File: config.mk
export PLATFORM = sky130hd
export DESIGN_NAME = mcis_counter_unit
export DESIGN_NICKNAME = d
export VERILOG_FILES = /design/src/mcis_pkg.sv /design/src/mcis_counter_unit.sv
export SDC_FILE = /design/constraint.sdc
export NUM_CORES = 1
export LEC_CHECK = 0
export BUFFER_PORTS_ARGS = -buffer_cell sky130_fd_sc_hd__buf_4
export CAP_MARGIN = 20
export CELL_PAD_IN_SITES_DETAIL_PLACEMENT = 0
export CELL_PAD_IN_SITES_GLOBAL_PLACEMENT = 1
export CORE_ASPECT_RATIO = 0.6
export CORE_MARGIN = 10
export CORE_UTILIZATION = 50
export CTS_BUF_LIST = sky130_fd_sc_hd__clkbuf_4
export CTS_CLUSTER_DIAMETER = 40
export DETAILED_ROUTE_END_ITERATION = 10
export PLACE_DENSITY = 0.84
export SLEW_MARGIN = 20
export SYNTH_ARGS = -nofsm -noshare
export SYNTH_HDL_FRONTEND = slang
export SYNTH_SLANG_ARGS = --single-unit
File: constraint.sdc
create_clock -name pclk -period 7.8 [get_ports pclk]
set_input_delay 0.39 -clock pclk [delete_from_list [all_inputs] [get_ports pclk]]
set_output_delay 0.39 -clock pclk [all_outputs]
set_load 0.005 [all_outputs]
File: src/mcis_pkg.sv
// Purpose: constants and types for the motion counter input select block
// Assumes: apb register map with one aligned 32-bit word per register
// Notes: filter, decoder and counter widths are fixed here
package mcis_pkg;

	// ==========================================================
	// register byte offsets
	localparam logic [7:0] OFS_SOURCE_CFG = 8'h00;
	localparam logic [7:0] OFS_INPUT_CFG = 8'h04;
	localparam logic [7:0] OFS_TARGET = 8'h08;
	localparam logic [7:0] OFS_AXIS_MODE = 8'h0c;
	localparam logic [7:0] OFS_POS_CNT = 8'h10;
	localparam logic [7:0] OFS_CMD_CNT = 8'h14;
	localparam logic [7:0] OFS_MECH_CNT = 8'h18;
	localparam logic [7:0] OFS_DEFL_CNT = 8'h1c;
	localparam logic [7:0] OFS_GEN_CNT = 8'h20;
	localparam logic [7:0] OFS_ERR_CAUSE = 8'h24;

	// ==========================================================
	// field positions
	localparam int POS_HOLD_BIT = 14;
	localparam int MECH_SRC_LSB = 8;
	localparam int DEFL_SRC_LSB = 10;
	localparam int GEN_SRC_LSB = 12;
	localparam int ENC_ERR_EN_BIT = 16;
	localparam int PLS_ERR_EN_BIT = 17;
	localparam int ENC_FILT_BIT = 18;
	localparam int ENC_MODE_LSB = 20;
	localparam int ENC_DIR_BIT = 22;
	localparam int ENC_DIS_BIT = 23;
	localparam int PLS_FILT_BIT = 24;
	localparam int PLS_MODE_LSB = 26;
	localparam int PLS_DIR_BIT = 28;
	localparam int ERR_ENC_BIT = 0;
	localparam int ERR_PLS_BIT = 1;

	// ==========================================================
	// reset values and counts
	localparam logic [31:0] RST_WORD = 32'h0000_0000;
	localparam logic [15:0] RST_DEFL = 16'h0000;
	localparam int FILT_MIN_CYCLES = 3;
	localparam int NUM_PINS = 5;

	// ==========================================================
	// mode codes
	typedef enum logic [1:0] {
		MCIS_Q1X = 2'b00,
		MCIS_Q2X = 2'b01,
		MCIS_Q4X = 2'b10,
		MCIS_TWO_PULSE = 2'b11
	} mcis_in_mode_t;

	// one decoded count event
	typedef struct packed {
		logic up;
		logic dn;
		logic err;
	} mcis_ev_t;

endpackage

File: src/mcis_counter_unit.sv
// Purpose: positioning and auxiliary counters with input decoding and apb registers
// Assumes: pulse generator inputs are on pclk; encoder and pulser pins are asynchronous
// Notes: apb answers with no wait states; pslverr on unmapped addresses
//
// Our own choices: the APB register port and the register offsets.
`timescale 1ns/100ps

module mcis_counter_unit (
	input wire logic pclk,
	input wire logic presetn,
	input wire logic psel,
	input wire logic penable,
	input wire logic pwrite,
	input wire logic [7:0] paddr,
	input wire logic [31:0] pwdata,
	output logic [31:0] prdata,
	output logic pready,
	output logic pslverr,
	input wire logic axis_start,
	input wire logic out_pulse,
	input wire logic out_dir_down,
	input wire logic override2_active,
	input wire logic position_start_input,
	input wire logic encoder_phase_a,
	input wire logic encoder_phase_b,
	input wire logic encoder_index,
	input wire logic manual_pulser_a,
	input wire logic manual_pulser_b,
	output logic encoder_index_valid,
	output logic position_count_zero
);

	// ==========================================================
	// registers
	logic [31:0] counter_source_config;
	logic [31:0] encoder_input_config;
	logic [31:0] target_position_value;
	logic [31:0] axis_mode;
	logic [31:0] pos_cnt;
	logic [31:0] cmd_cnt;
	logic [31:0] mech_cnt;
	logic [15:0] defl_cnt;
	logic [31:0] gen_cnt;
	logic [1:0] err_cause;

	// ==========================================================
	// pin synchronisers and glitch filters
	localparam int NUM_PINS = mcis_pkg::NUM_PINS;
	logic [NUM_PINS-1:0] pin_raw;
	logic [NUM_PINS-1:0] pin_s1;
	logic [NUM_PINS-1:0] pin_s2;
	logic [NUM_PINS-1:0] pin_f;
	logic [NUM_PINS-1:0] pin_filt_en;
	logic pcs_s1;
	logic pcs_s2;

	assign pin_raw = {manual_pulser_b, manual_pulser_a, encoder_index, encoder_phase_b,
		encoder_phase_a};
	// encoder phases and index share one filter bit, pulser phases the other
	assign pin_filt_en = {{2{encoder_input_config[mcis_pkg::PLS_FILT_BIT]}},
		{3{encoder_input_config[mcis_pkg::ENC_FILT_BIT]}}};

	genvar gi;
	generate
		for (gi = 0; gi < NUM_PINS; gi++) begin : g_pin
			logic [1:0] stable_cnt;

			// two flops first; the filter only ever reads the second
			always_ff @(posedge pclk or negedge presetn) begin
				if (!presetn) begin
					pin_s1[gi] <= 1'b0;
					pin_s2[gi] <= 1'b0;
				end else begin
					pin_s1[gi] <= pin_raw[gi];
					pin_s2[gi] <= pin_s1[gi];
				end
			end

			// a new level is taken only after it stood 3 clocks, so shorter pulses vanish
			always_ff @(posedge pclk or negedge presetn) begin
				if (!presetn) begin
					pin_f[gi] <= 1'b0;
					stable_cnt <= 2'd0;
				end else if (pin_s2[gi] == pin_f[gi]) begin
					stable_cnt <= 2'd0;
				end else if (!pin_filt_en[gi] ||
					stable_cnt == 2'(mcis_pkg::FILT_MIN_CYCLES - 1)) begin
					pin_f[gi] <= pin_s2[gi];
					stable_cnt <= 2'd0;
				end else begin
					stable_cnt <= stable_cnt + 2'd1;
				end
			end
		end
	endgenerate

	// position start pin is a level from outside the clock domain
	always_ff @(posedge pclk or negedge presetn) begin
		if (!presetn) begin
			pcs_s1 <= 1'b0;
			pcs_s2 <= 1'b0;
		end else begin
			pcs_s1 <= position_start_input;
			pcs_s2 <= pcs_s1;
		end
	end

	// ==========================================================
	// phase decoding
	function automatic mcis_pkg::mcis_ev_t decode(input logic [1:0] mode, input logic swap,
		input logic pa, input logic pb, input logic na, input logic nb);
		mcis_pkg::mcis_ev_t ev;
		logic oa;
		logic ob;
		logic xa;
		logic xb;
		logic ch_a;
		logic ch_b;
		ev = '0;
		// swapping the phases reverses the count direction
		oa = swap ? pb : pa;
		ob = swap ? pa : pb;
		xa = swap ? nb : na;
		xb = swap ? na : nb;
		ch_a = oa ^ xa;
		ch_b = ob ^ xb;
		if (ch_a && ch_b) begin
			ev.err = 1'b1;
		end else begin
			case (mode)
				mcis_pkg::MCIS_Q1X: begin
					// a rising with b low means a leads
					if (ch_a && xa) begin
						ev.up = ~xb;
						ev.dn = xb;
					end
				end
				mcis_pkg::MCIS_Q2X: begin
					if (ch_a) begin
						ev.up = xa ^ xb;
						ev.dn = ~(xa ^ xb);
					end
				end
				mcis_pkg::MCIS_Q4X: begin
					if (ch_a) begin
						ev.up = xa ^ xb;
						ev.dn = ~(xa ^ xb);
					end else if (ch_b) begin
						ev.up = ~(xa ^ xb);
						ev.dn = xa ^ xb;
					end
				end
				default: begin
					ev.up = ch_a && xa;
					ev.dn = ch_b && !xb;
				end
			endcase
		end
		return ev;
	endfunction

	logic [1:0] enc_prev;
	logic [1:0] pls_prev;
	mcis_pkg::mcis_ev_t enc_ev_raw;
	mcis_pkg::mcis_ev_t enc_ev;
	mcis_pkg::mcis_ev_t pls_ev;
	logic enc_disabled;

	assign enc_disabled = encoder_input_config[mcis_pkg::ENC_DIS_BIT];

	// previous filtered levels for edge detection
	always_ff @(posedge pclk or negedge presetn) begin
		if (!presetn) begin
			enc_prev <= 2'b00;
			pls_prev <= 2'b00;
		end else begin
			enc_prev <= pin_f[1:0];
			pls_prev <= pin_f[4:3];
		end
	end

	assign enc_ev_raw = decode(encoder_input_config[mcis_pkg::ENC_MODE_LSB +: 2],
		encoder_input_config[mcis_pkg::ENC_DIR_BIT], enc_prev[0], enc_prev[1], pin_f[0], pin_f[1]);
	// encoder events pass only while the encoder is enabled
	assign enc_ev = enc_disabled ? '0 : enc_ev_raw;
	// pulser decoding already multiplies, so counters see the decoded stream
	assign pls_ev = decode(encoder_input_config[mcis_pkg::PLS_MODE_LSB +: 2],
		encoder_input_config[mcis_pkg::PLS_DIR_BIT], pls_prev[0], pls_prev[1],
		pin_f[3], pin_f[4]);

	// index is reported valid only while the encoder is enabled
	always_ff @(posedge pclk or negedge presetn) begin
		if (!presetn) begin
			encoder_index_valid <= 1'b0;
		end else begin
			encoder_index_valid <= pin_f[2] & ~enc_disabled;
		end
	end

	// ==========================================================
	// count sources as signed steps
	logic [1:0] step_out;
	logic [1:0] step_enc;
	logic [1:0] step_pls;
	logic [1:0] step_clk;
	logic clk_half;

	assign step_out = !out_pulse ? 2'b00 : (out_dir_down ? 2'b11 : 2'b01);
	assign step_enc = enc_ev.up ? 2'b01 : (enc_ev.dn ? 2'b11 : 2'b00);
	assign step_pls = pls_ev.up ? 2'b01 : (pls_ev.dn ? 2'b11 : 2'b00);
	assign step_clk = clk_half ? 2'b01 : 2'b00;

	// toggles every clock, giving one count per two reference clocks
	always_ff @(posedge pclk or negedge presetn) begin
		if (!presetn) begin
			clk_half <= 1'b0;
		end else begin
			clk_half <= ~clk_half;
		end
	end

	logic [1:0] mech_step;
	logic [1:0] gen_step;
	logic [1:0] defl_first;
	logic [1:0] defl_second;

	// source multiplexers
	always_comb begin
		case (counter_source_config[mcis_pkg::MECH_SRC_LSB +: 2])
			2'b00: mech_step = step_enc;
			2'b01: mech_step = step_out;
			2'b10: mech_step = step_pls;
			default: mech_step = 2'b00;
		endcase
		case (counter_source_config[mcis_pkg::GEN_SRC_LSB +: 2])
			2'b00: gen_step = step_out;
			2'b01: gen_step = step_enc;
			2'b10: gen_step = step_pls;
			default: gen_step = step_clk;
		endcase
		case (counter_source_config[mcis_pkg::DEFL_SRC_LSB +: 2])
			2'b00: begin
				defl_first = step_out;
				defl_second = step_enc;
			end
			2'b01: begin
				defl_first = step_out;
				defl_second = step_pls;
			end
			2'b10: begin
				defl_first = step_enc;
				defl_second = step_pls;
			end
			default: begin
				defl_first = 2'b00;
				defl_second = 2'b00;
			end
		endcase
	end

	// ==========================================================
	// counters
	logic pos_hold;
	logic [31:0] target_abs;

	assign target_abs = target_position_value[31] ? (32'h0000_0000 - target_position_value)
		: target_position_value;
	// hold only while override 2 runs and the start input is still off
	assign pos_hold = axis_mode[mcis_pkg::POS_HOLD_BIT] & override2_active & ~pcs_s2;
	assign position_count_zero = (pos_cnt == 32'h0000_0000);

	// positioning counter
	always_ff @(posedge pclk or negedge presetn) begin
		if (!presetn) begin
			pos_cnt <= mcis_pkg::RST_WORD;
		end else if (axis_start) begin
			pos_cnt <= target_abs;
		end else if (out_pulse && !pos_hold && pos_cnt != 32'h0000_0000) begin
			pos_cnt <= pos_cnt - 32'h0000_0001;
		end
	end

	// command, mechanical and general counters, 32 bits each
	always_ff @(posedge pclk or negedge presetn) begin
		if (!presetn) begin
			cmd_cnt <= mcis_pkg::RST_WORD;
			mech_cnt <= mcis_pkg::RST_WORD;
			gen_cnt <= mcis_pkg::RST_WORD;
		end else begin
			cmd_cnt <= cmd_cnt + {{30{step_out[1]}}, step_out};
			mech_cnt <= mech_cnt + {{30{mech_step[1]}}, mech_step};
			gen_cnt <= gen_cnt + {{30{gen_step[1]}}, gen_step};
		end
	end

	// deflection holds the running difference of its two sources
	always_ff @(posedge pclk or negedge presetn) begin
		if (!presetn) begin
			defl_cnt <= mcis_pkg::RST_DEFL;
		end else begin
			defl_cnt <= defl_cnt + {{14{defl_first[1]}}, defl_first}
				- {{14{defl_second[1]}}, defl_second};
		end
	end

	// ==========================================================
	// apb slave
	logic acc;
	logic wr;
	logic rd_setup;
	logic mapped;
	logic [1:0] err_clear;

	assign acc = psel & penable;
	assign wr = acc & pwrite & mapped;
	assign rd_setup = psel & ~penable & ~pwrite;
	// reads are captured in setup, so the access phase always completes in one cycle
	assign pready = 1'b1;
	assign pslverr = acc & ~mapped;
	assign err_clear = (wr && paddr == mcis_pkg::OFS_ERR_CAUSE) ? pwdata[1:0] : 2'b00;

	// address decode
	always_comb begin
		if (paddr == mcis_pkg::OFS_SOURCE_CFG || paddr == mcis_pkg::OFS_INPUT_CFG
			|| paddr == mcis_pkg::OFS_TARGET || paddr == mcis_pkg::OFS_AXIS_MODE) begin
			mapped = 1'b1;
		end else if (paddr >= mcis_pkg::OFS_POS_CNT && paddr <= mcis_pkg::OFS_ERR_CAUSE
			&& paddr[1:0] == 2'b00) begin
			mapped = 1'b1;
		end else begin
			mapped = 1'b0;
		end
	end

	// configuration registers
	always_ff @(posedge pclk or negedge presetn) begin
		if (!presetn) begin
			counter_source_config <= mcis_pkg::RST_WORD;
			encoder_input_config <= mcis_pkg::RST_WORD;
			target_position_value <= mcis_pkg::RST_WORD;
			axis_mode <= mcis_pkg::RST_WORD;
		end else if (wr) begin
			if (paddr == mcis_pkg::OFS_SOURCE_CFG) begin
				counter_source_config <= pwdata;
			end else if (paddr == mcis_pkg::OFS_INPUT_CFG) begin
				encoder_input_config <= pwdata;
			end else if (paddr == mcis_pkg::OFS_TARGET) begin
				target_position_value <= pwdata;
			end else if (paddr == mcis_pkg::OFS_AXIS_MODE) begin
				axis_mode <= pwdata;
			end
		end
	end

	// error cause: a new event in the clearing cycle survives the clear
	always_ff @(posedge pclk or negedge presetn) begin
		if (!presetn) begin
			err_cause <= 2'b00;
		end else begin
			err_cause[mcis_pkg::ERR_ENC_BIT] <= (enc_ev.err &
				encoder_input_config[mcis_pkg::ENC_ERR_EN_BIT]) |
				(err_cause[mcis_pkg::ERR_ENC_BIT] & ~err_clear[mcis_pkg::ERR_ENC_BIT]);
			err_cause[mcis_pkg::ERR_PLS_BIT] <= (pls_ev.err &
				encoder_input_config[mcis_pkg::PLS_ERR_EN_BIT]) |
				(err_cause[mcis_pkg::ERR_PLS_BIT] & ~err_clear[mcis_pkg::ERR_PLS_BIT]);
		end
	end

	// read data captured in the setup cycle
	always_ff @(posedge pclk or negedge presetn) begin
		if (!presetn) begin
			prdata <= mcis_pkg::RST_WORD;
		end else if (rd_setup) begin
			if (paddr == mcis_pkg::OFS_SOURCE_CFG) begin
				prdata <= counter_source_config;
			end else if (paddr == mcis_pkg::OFS_INPUT_CFG) begin
				prdata <= encoder_input_config;
			end else if (paddr == mcis_pkg::OFS_TARGET) begin
				prdata <= target_position_value;
			end else if (paddr == mcis_pkg::OFS_AXIS_MODE) begin
				prdata <= axis_mode;
			end else if (paddr == mcis_pkg::OFS_POS_CNT) begin
				prdata <= pos_cnt;
			end else if (paddr == mcis_pkg::OFS_CMD_CNT) begin
				prdata <= cmd_cnt;
			end else if (paddr == mcis_pkg::OFS_MECH_CNT) begin
				prdata <= mech_cnt;
			end else if (paddr == mcis_pkg::OFS_DEFL_CNT) begin
				prdata <= {16'h0000, defl_cnt};
			end else if (paddr == mcis_pkg::OFS_GEN_CNT) begin
				prdata <= gen_cnt;
			end else if (paddr == mcis_pkg::OFS_ERR_CAUSE) begin
				prdata <= {30'h0000_0000, err_cause};
			end else begin
				prdata <= mcis_pkg::RST_WORD;
			end
		end
	end

endmodule

Word level (Yosys, flattened, before mapping). Cells that the tools add are included.

Bits in registers: 339. Bits in read-only memories: 0. Bits of input ports: 55. Latch bits: 0. RAM bits: 0. Output and inout port bits: 36. Memories kept: 0. Word-level logic and storage cells: 226.

Bitwise gates (word level): 41. Divide/modulo/power cells: 0. Reductions and logical operators: 45. Equality and inequality tests: 29. $lt $le $gt $ge: 2. Shift-type cells: 0. Add/subtract/negate cells: 12. Muxes and demuxes: 60. Multipliers: 0.

Operator list (count): 32-bit two-way mux (12); 32-bit adder (3); 2-bit two-way mux (28); 8-bit by 5-bit equality test with 1-bit output, second input constant (4); 32-bit logical NOT (1); 32-bit nonzero test (1); 1-bit by 32-bit subtractor with 32-bit output, first input constant (1); 32-bit by 1-bit subtractor with 32-bit output, second input constant (1); 2-bit case mux with 3 select lines (4); 2-bit equality test, second input constant (10); 1-bit inverter (20); 16-bit adder (1); 8-bit by 4-bit equality test with 1-bit output, second input constant (2); 8-bit by 6-bit equality test with 1-bit output, second input constant (2); 16-bit subtractor (1); 1-bit bitwise AND (13); 1-bit two-way mux (13); 2-bit logical NOT (6); 2-bit AND reduction (6); 1-bit logical AND (11); 2-bit by 1-bit adder with 2-bit output, second input constant (5); 2-bit by 1-bit equality test with 1-bit output, second input constant (5); 8-bit by 3-bit equality test with 1-bit output, second input constant (1); 8-bit by 5-bit greater-or-equal comparator with 1-bit output, second input constant (1); other kinds (14) (37).

Depth between registers and ports, before layout. Gate-level depths: netlist of run 1.

Word-level depth: 13. Depth in mapped cells: 27. Depth with buffers taken out: 26.

Least setup slack after synthesis of run 1. OpenSTA, ideal clock, no wires.

Path type: register -> register. From: reg encoder_input_config[22]. To: reg defl_cnt[14]. Period minus slack after synthesis: 5479 ps. Cell stages (with the launch flop): 24. Data arrival time: 5351 ps. Library setup time: 128 ps. Data required time: 7672 ps. Path buffers: 1. Slack: 2321 ps. Cells stage by stage: dfrtp_1 > buf_2 > mux2_2 > ha_1 > inv_1 > o31a_1 > a21oi_1 > o221ai_1 > nor2_1 > a32o_1 > and2_1 > inv_1 > fa_1 > ha_1 > nor2b_1 > o21ai_0 > a21oi_1 > o21ai_0 > a21boi_0 > o21ai_0 > a21oi_1 > o41ai_1 > mux2i_1 > nand3_1.

Cells in the longest elaborated chain, start to end: 12. Elaborated cells between the ends (all ways): 26. Classes of those cells: 2 x add/sub; 15 x mux; 5 x bitwise; 4 x reduce/logical.

Ends and longest elaborated chain: start: declaration (RTL line mcis_counter_unit.sv:36) `logic [31:0] encoder_input_config;`; start signal: assignment (RTL line mcis_counter_unit.sv:339) `encoder_input_config <= mcis_pkg::RST_WORD;`; start signal: assignment (RTL line mcis_counter_unit.sv:346) `encoder_input_config <= pwdata;`; 1-bit two-way mux (on tied branches); 1-bit XOR (on tied branches); 2-bit two-way mux, or another cell as far along (RTL line mcis_counter_unit.sv:148) `end else if (ch_b) begin`; 2-bit two-way mux (on tied branches); 2-bit case mux with 3 select lines / 2-bit two-way mux (equally long branches) (RTL line mcis_counter_unit.sv:130, mcis_counter_unit.sv:145); 2-bit two-way mux * (RTL line mcis_counter_unit.sv:127) `if (ch_a && ch_b) begin`; 3-bit two-way mux * (RTL line mcis_counter_unit.sv:185) `assign enc_ev = enc_disabled ? '0 : enc_ev_raw;`; 2-bit two-way mux / 3-bit two-way mux (equally long branches) (RTL line mcis_counter_unit.sv:209, mcis_counter_unit.sv:185); 2-bit two-way mux * (RTL line mcis_counter_unit.sv:209) `assign step_enc = enc_ev.up ? 2'b01 : (enc_ev.dn ? 2'b11 : 2'b00);`; 2-bit case mux with 2 select lines (RTL line mcis_counter_unit.sv:241) `case (counter_source_config[mcis_pkg::DEFL_SRC_LSB +: 2])`; 16-bit adder (RTL line mcis_counter_unit.sv:301) `defl_cnt <= defl_cnt + {{14{defl_first[1]}}, defl_first}`; 16-bit subtractor * (RTL line mcis_counter_unit.sv:302) `- {{14{defl_second[1]}}, defl_second};`; end signal: assignment (RTL line mcis_counter_unit.sv:299) `defl_cnt <= mcis_pkg::RST_DEFL;`; end signal: assignment (RTL line mcis_counter_unit.sv:301); end: declaration (RTL line mcis_counter_unit.sv:42) `logic [15:0] defl_cnt;`.

Every way passes the cells marked *; elsewhere a longest branch is shown, timed or not. A chain may end at the register's enable or synchronous reset.

Final worst setup path of run 1. Same ends and word-level chain as after synthesis.

==> results of run 1 <==
## area by class of cell
type,count,area share [%]
antenna,1,0.01083
clock inverter,24,0.7744
multi-input combinational,1518,48.46
inverter,97,1.576
sequential,339,36.72
clock buffer,123,3.997
timing repair buffer,154,5.589
tap,531,2.876
## registers in the layout, summed over array words and instances (netlist names)
signal / flops
axis_mode: 32
clk_half: 1
cmd_cnt: 32
counter_source_config: 32
defl_cnt: 16
enc_prev: 2
encoder_index_valid: 1
encoder_input_config: 32
err_cause: 2
g_pin.stable_cnt: 10
gen_cnt: 32
mech_cnt: 32
pcs_s1: 1
pcs_s2: 1
pin_f: 5
pin_s1: 5
pin_s2: 5
pls_prev: 2
pos_cnt: 32
prdata: 32
target_position_value: 32
## critical path, delay by kind of cell (launching register included)
family / cells / cell delay, ps
AO/OA/AOI/OAI: 11 / 2290
adder cells (fa/ha/maj): 3 / 1070
buffers and inverters: 3 / 560
flip-flops: 1 / 480
multiplexers: 2 / 610
AND/OR/NAND/NOR: 4 / 860
## worst max-delay path by stage
stage,end,depth (start not counted),from
after floorplan,defl_cnt[14],23,encoder_input_config[22]
after global placement,gen_cnt[29],20,encoder_input_config[28]
after detailed placement,mech_cnt[29],23,encoder_input_config[28]
after CTS,mech_cnt[29],23,encoder_input_config[28]
after global routing,defl_cnt[14],23,encoder_input_config[22]
final,defl_cnt[14],23,encoder_input_config[22]
## through the flow
step | power [uW] | worst slack, ps
CTS | 5857 | 1725
detailed placement | 4243 | 1728
floorplan | 3690 | 2321
global route | 6242 | 1296
finish | 5864 | 1824
global placement | 4193 | 1928
## cells in the mapped netlist, types with 21 or more instances
| cell | count | share of area (%) |
|---|---|---|
| nand2_1 | 182 | 3.4 |
| a21o_1 | 43 | 1.6 |
| nor2b_1 | 23 | 0.71 |
| clkbuf_1 | 53 | 0.98 |
| o21ai_1 | 21 | 0.52 |
| mux2_2 | 135 | 7.5 |
| mux2i_1 | 31 | 1.5 |
| o21ai_0 | 135 | 3.3 |
| nand2b_1 | 26 | 0.80 |
| xor2_1 | 42 | 1.8 |
| inv_1 | 96 | 1.8 |
| a221oi_1 | 24 | 1.0 |
| nor3_1 | 40 | 0.99 |
| dfrtp_1 | 339 | 42 |
| nor2_1 | 128 | 2.4 |
| nand3_1 | 25 | 0.62 |
| a21oi_1 | 102 | 2.5 |
| ha_1 | 124 | 7.6 |
| a22oi_1 | 38 | 1.4 |
| xnor2_1 | 124 | 5.3 |
## routing by layer
metal | vias to the layer above | global-route usage, % | wire length, microns
met1 | 8153 | 35.07 | 28160
met5 | - | 0 | 0
li1 | 7721 | - | -
met2 | 696 | 34.13 | 25020
met4 | 0 | 5.859 | 1094
met3 | 90 | 8.990 | 6610
## cell usage in the layout, fill, tap and decap left out, drive strengths merged, types with 19 or more instances in the layout
master	instances
dfrtp	339
nand2	183
o21ai	157
mux2	136
nor2	129
xnor2	124
ha	124
clkbuf	123
buf	114
a21oi	103
inv	97
a21o	43
xor2	42
dlygate4sd3	40
nor3	40
a22oi	38
mux2i	31
nand2b	26
nand3	25
a221oi	24
nor2b	23
clkinv	20
a211oi	19
## power by group through the flow
stage / clock (uW) / combinational, uW / sequential [uW]
floorplan: 0 / 1520 / 2170
global placement: 0 / 1910 / 2280
detailed placement: 0 / 1960 / 2280
CTS: 1610 / 1990 / 2250
global route: 1710 / 2250 / 2280
finish: 1590 / 2010 / 2270
## cell families after synthesis
group / after synthesis
AO/OA/AOI/OAI: 524
XOR/XNOR: 166
adder cells (fa/ha/maj): 142
buffers and inverters: 172
flip-flops: 339
multiplexers: 168
other: 1
AND/OR/NAND/NOR: 517
==> flow_summary.toml, run 1 <==
[timing]
fmax_mhz = 167.3
rsz0062_at_grt = "no"
final.setup.tns_ps = 0
fin_crit_sh_pct = 76.61
hold_violations = 0
fin_skew_ps = 49.64
whs_ps = 119.4
tightest_slew_ps = 1160
report.final.slew_viol_count = 0
setup_viol = 0
slew-limit-headroom_pct = 22.65
fin_crit_ps = 5976

[synthesis]
synth-xor-area-share_pct = 7.159
synth_mux_area_share_pct = 9.180
syn_inst = 2029
syn_area_sq_um = 20310
synth-seq-cells = 339
synth-edff-count = 0
synth_fa_ha_area_share_pct = 9.414
yosysWarningCount = 0
ys.flop_type = "dfrtp_1"
yosys.area_share.simple_pct = 12.16
avgSynthCellArea_sq_um = 10.01
synth_top_family_by_area = "compound AO/OA/AOI/OAI gates"
synth_nets = 2226
synth_compound_area_share_pct = 17.01
synthDistinctLibCells = 88
synthArstFlopShare_pct = 100.0
ys_seq_area_share_pct = 41.77

[layout]
multi_input_area_sq_um = 11200
seqCellArea_sq_um = 8483
final_nets = 2391
final_area_sq_um = 23100
layout.cells.non_filler = 2787
nFillCells = 3496
drive_gt1_share_pct = 18.40
area_delta_synth_final_pct = 13.76
fin_util_pct = 57.34

[clock_tree]
tritoncts = "yes"
cts_made_buffers = 84
clockBufferDepth = 3
cts_hold_buffers = 40
ctsResizeCount = 0
cts.sinks = 339
postCtsSetupBuffers = 0
htreeDepth = 3
clk_latency_ps = 790
path_clk_slew_ps = 80
root_buffer = "clkbuf_4"

[floorplanning]
core_sq_um = 40290
die_h_microns = 176.1
io_pins = 91
rows = 57
start_util_pct = 50.40
die_area_sq_um = 49340
die_w_microns = 280.2

[pwr]
swShare_pct = 36.55
seqPwrFrac_pct = 38.6
peakVddDrop_v = 0.0001666
pwr-share-comb_pct = 34.3
leakagePower_uw = 0.01094
p_sw_uw = 2143
powerDensity_nw_per_um2 = 253.8
clkPwrFrac_pct = 27.0
p_int_uw = 3720

[worst_hold_path]
holdPathStages = 3
holdPathEnd = "pos_cnt[28]"
hp-start = "axis_start"
hp-class = "in -> reg"

[critical_path]
ff2ff_setup_slack_ps = 1820
worstPathMaxFanout = 12
critical_path_class = "reg -> reg"
cp_slowest_stage_delay_ps = 510
cp-start-kind = "flip-flop"
end_kind = "flip-flop"
reg2reg_from = "encoder_input_config[22]"
cpMostUsedCell = "a21oi_1"
critical_path.cell_chain = "mux2_2, ha_1, inv_1, o31a_1, a21oi_1, o221ai_1, nor2_1, a21oi_1, nor2_1, inv_1, fa_1, inv_1, ha_1, nor2b_1, o21ai_0, a21oi_1, o21ai_0, a21boi_0, o21ai_0, a21oi_1, o41ai_1, mux2i_1, nand3_1"
critPathArrivalTime_ps = 6630
reg2reg_depth = 23
cp_slowest_cell = "fa_1"
r2r_end = "defl_cnt[14]"
cp_data_required_time_ps = 8460

[route]
antenna_left = 0
vias = 16660
drt-total-wl_mm = 60.89
wire_per_inst_microns = 21.85
via_per_inst = 5.978
drc = 0
drtIter0Drc = 1704
dr.pass1.iters = 5

[place]
placedCellCount = 2597
post_dp_cell_area_sq_um = 21560
port_buffers = 89
gp_congestion = 0.9126
hpwl_mm = 44.22

[grt]
antenna_found_initial = 1
grt-ovfl-total = 0
track_usage_pct = 24.41
grt_pass1_vias = 16270
grt_max_degree = 115
grt_pass1_wl_mm = 94.79

[job]
drv_cap = 0

[status]
status = "complete, no violations"
Note: power is estimated with default switching activity, not from simulation.
==> run 2, diff against run 1 <==
--- a/config.mk
+++ b/config.mk
@@ -5,17 +5,18 @@
 export SDC_FILE = /design/constraint.sdc
 export NUM_CORES = 1
 export LEC_CHECK = 0
+export ABC_AREA = 1
 export BUFFER_PORTS_ARGS = -buffer_cell sky130_fd_sc_hd__buf_4
 export CAP_MARGIN = 20
 export CELL_PAD_IN_SITES_DETAIL_PLACEMENT = 0
 export CELL_PAD_IN_SITES_GLOBAL_PLACEMENT = 1
 export CORE_ASPECT_RATIO = 0.6
 export CORE_MARGIN = 10
-export CORE_UTILIZATION = 50
+export CORE_UTILIZATION = 49
 export CTS_BUF_LIST = sky130_fd_sc_hd__clkbuf_4
 export CTS_CLUSTER_DIAMETER = 40
 export DETAILED_ROUTE_END_ITERATION = 10
-export PLACE_DENSITY = 0.84
+export PLACE_DENSITY = 0.87
 export SLEW_MARGIN = 20
 export SYNTH_ARGS = -nofsm -noshare
 export SYNTH_HDL_FRONTEND = slang
==> constraint.sdc (replaced) <==
create_clock -name pclk -period 5.7 [get_ports pclk]
set_input_delay 0.285 -clock pclk [delete_from_list [all_inputs] [get_ports pclk]]
set_output_delay 0.285 -clock pclk [all_outputs]
set_load 0.005 [all_outputs]
==> run 2 against run 1 <==
- worst setup slack worse by 1500 ps
- die area up 7.0%
- largest cell class unchanged
- maximum frequency up 12%
- largest power group unchanged
- total power is 22% higher
- utilization fell by 1.3 points
- critical path type unchanged
==> flow_summary.toml, run 2 <==
[timing]
rsz0062_at_grt = "no"
fmax_mhz = 186.8
final.setup.tns_ps = 0
fin_crit_sh_pct = 93.90
fin_skew_ps = 64.07
tightest_slew_ps = 1049
report.final.slew_viol_count = 0
setup_viol = 0
slew-limit-headroom_pct = 29.92
timing.final.ws_setup_ps = 348.0
fin_crit_ps = 5352
hold_violations = 0

[pwr]
leakagePower_uw = 0.01190
peakVddDrop_v = 0.0002691
powerDensity_nw_per_um2 = 296.3

[synthesis]
synthTopCellsByArea = "dfrtp_1 (40%), nand2_1 (12%), ha_1 (7.2%)"
syn_area_sq_um = 21430
synth-seq-cells = 339
ys.flop_type = "dfrtp_1"
synth-edff-count = 0
yosysWarningCount = 0
ys_seq_area_share_pct = 39.59
synthArstFlopShare_pct = 100.0
syn_inst = 2741
synth_nets = 2938
avgSynthCellArea_sq_um = 7.818
ys_top_cells_by_count = "nand2_1 (692), dfrtp_1 (339), inv_1 (311)"
synth_most_common_cell = "nand2_1"
synth_top_area_share_pct = 39.59
yosys.area.top_type = "dfrtp_1"
synthDistinctLibCells = 62

[critical_path]
critical_path.cell_chain = "inv_1, o21ai_0, ha_1, inv_1, nor2_1, nand3_1, nand3_1, nand2_1, a21oi_1, nand4_1, o31ai_1, inv_1, nand2_1, buf_4, ha_1, a21oi_1, nand2_1, a21boi_1, o21bai_1, a21boi_0, o21ai_1, a21oi_1, nand3b_1, nand2_1"
cp_data_required_time_ps = 6380
cpMostUsedCell = "nand2_1"
cp_top_family = "compound AO/OA/AOI/OAI gates"
reg2reg_from = "pin_f[0]"
cp-start-kind = "flip-flop"
worst-path-buf-inv = 4
r2r_end = "mech_cnt[31]"
ff2ff_setup_slack_ps = 350
cp_slowest_cell = "a21oi_1"
critPathArrivalTime_ps = 6030
worstPathMaxFanout = 32
cp_slowest_stage_delay_ps = 580
worstSetupStartpoint = "pin_f[0]"
end_kind = "flip-flop"
reg2reg_depth = 24
cp.depth = 24
cp-endpoint = "mech_cnt[31]"
critical_path_class = "reg -> reg"

[floorplanning]
die_h_microns = 182.0
io_pins = 91
start_util_pct = 49.54
rows = 59
core_sq_um = 43260
die_area_sq_um = 52770
die_w_microns = 290.0

[place]
post_dp_cell_area_sq_um = 22680
gp_congestion = 0.9784
placedCellCount = 3361
port_buffers = 89
hpwl_mm = 54.48
pre_cts_slack_ps = 445.8

[route]
vias = 19920
drt-total-wl_mm = 71.42
drtIter0Drc = 2159
via_per_inst = 5.597
wire_per_inst_microns = 20.07
dr.pass1.iters = 5
antenna_left = 0
drc = 0

[clock_tree]
clockBufferDepth = 3
htreeDepth = 3
path_clk_slew_ps = 70
cts.sinks = 339
root_buffer = "clkbuf_4"
tritoncts = "yes"
clk_latency_ps = 810
cts_made_buffers = 87
ctsResizeCount = 0

[layout]
fin_util_pct = 56.04
final_nets = 3114
layout.cells.non_filler = 3559
area_delta_synth_final_pct = 13.12
final_area_sq_um = 24240
layout_commonest_cell = "nand2_1"
drive_gt1_share_pct = 10.78
mostFrequentLayoutCells = "nand2_1 (692), dfrtp_1 (339), inv_1 (311)"

[grt]
antenna_found_initial = 1
grt_max_degree = 166
track_usage_pct = 26.41
grt-ovfl-total = 0
grt_pass1_wl_mm = 110.2
grt_pass1_vias = 18650

[status]
status = "complete, no violations"

[worst_hold_path]
hp-start = "psel"
hp-class = "in -> reg"

[job]
drv_cap = 0
run 2: changes by cell type after synthesis, sizes merged, moves of 26 or more:
cell and change:
a21o -30, a21oi +110, a22oi -34, inv +224
mux2 -136, mux2i -31, nand2 +513, nand2b -26
nand3 +95, nor2 +70, o21ai +114, xnor2 -81
xor2 +34
run 2: cells by family (layout without fill, tap and decap cells):
group | count (synthesis) | count (layout) | synth area share, %
AOI/OAI and AO/OA | 654 | 654 | 18.04
xor gates and xnor gates | 119 | 119 | 4.864
adders and majority gates | 142 | 142 | 8.922
buffers and inverters | 397 | 635 | 7.421
DFF | 339 | 339 | 39.59
other | 1 | 2 | 0.01750
and+or+nand+nor | 1089 | 1089 | 21.15
run 2: layout make-up:
class	instances	area (sq um)
multi-input combinational	2005	11380
clock buffer	118	885.9
inverter	324	1219
antenna	1	2.502
sequential	339	8483
timing repair buffer	160	1346
clock inverter	33	203.9
tap	579	724.4
fill	4227	19020
run 2: worst min-delay path, stage by stage:
cell and delay (ps):
buf_4 120, inv_1 60, nor3_2 40, buf_4 200
nand2_1 90, nand2_1 50
run 2: power breakdown:
part	internal, uW	total, uW	switching [uW]
logic	786	2160	1370
clock network	1060	2170	1110
registers	2680	2850	178
total	4520	7180	2660
run 2: worst min-delay path by stage:
stage	endpoint	slack [ps]	depth (start not counted)
CTS	prdata[10]	20	6
floorplan	axis_mode[0]	-10	0
global route	prdata[3]	60	5
finish	prdata[10]	80	6
global placement	mech_cnt[20]	220	1
detailed placement	mech_cnt[17]	220	1
run 2: repair_timing:
item                      4_1_cts  5_1_grt
hold endpoints to repair      215        0
hold buffers                   46        0
buffers inserted                0        0
run 2: per-layer routing:
layer / GRT usage [%] / vias to the layer above / wire length [microns]
met2: 33.31 / 835 / 26490
met3: 7.934 / 64 / 7179
met4: 5.890 / 0 / 898
li1: - / 9542 / -
met5: 0 / - / 0
met1: 41.94 / 9480 / 36850
run 2: per-stage QoR:
stage                     hold WS, ps  power (uW)
after floorplan                -10.59        4344
after global placement          219.2        4944
after detailed placement        222.2        4968
after CTS                       19.21        7185
after global routing            63.26        7657
final                           80.66        7182
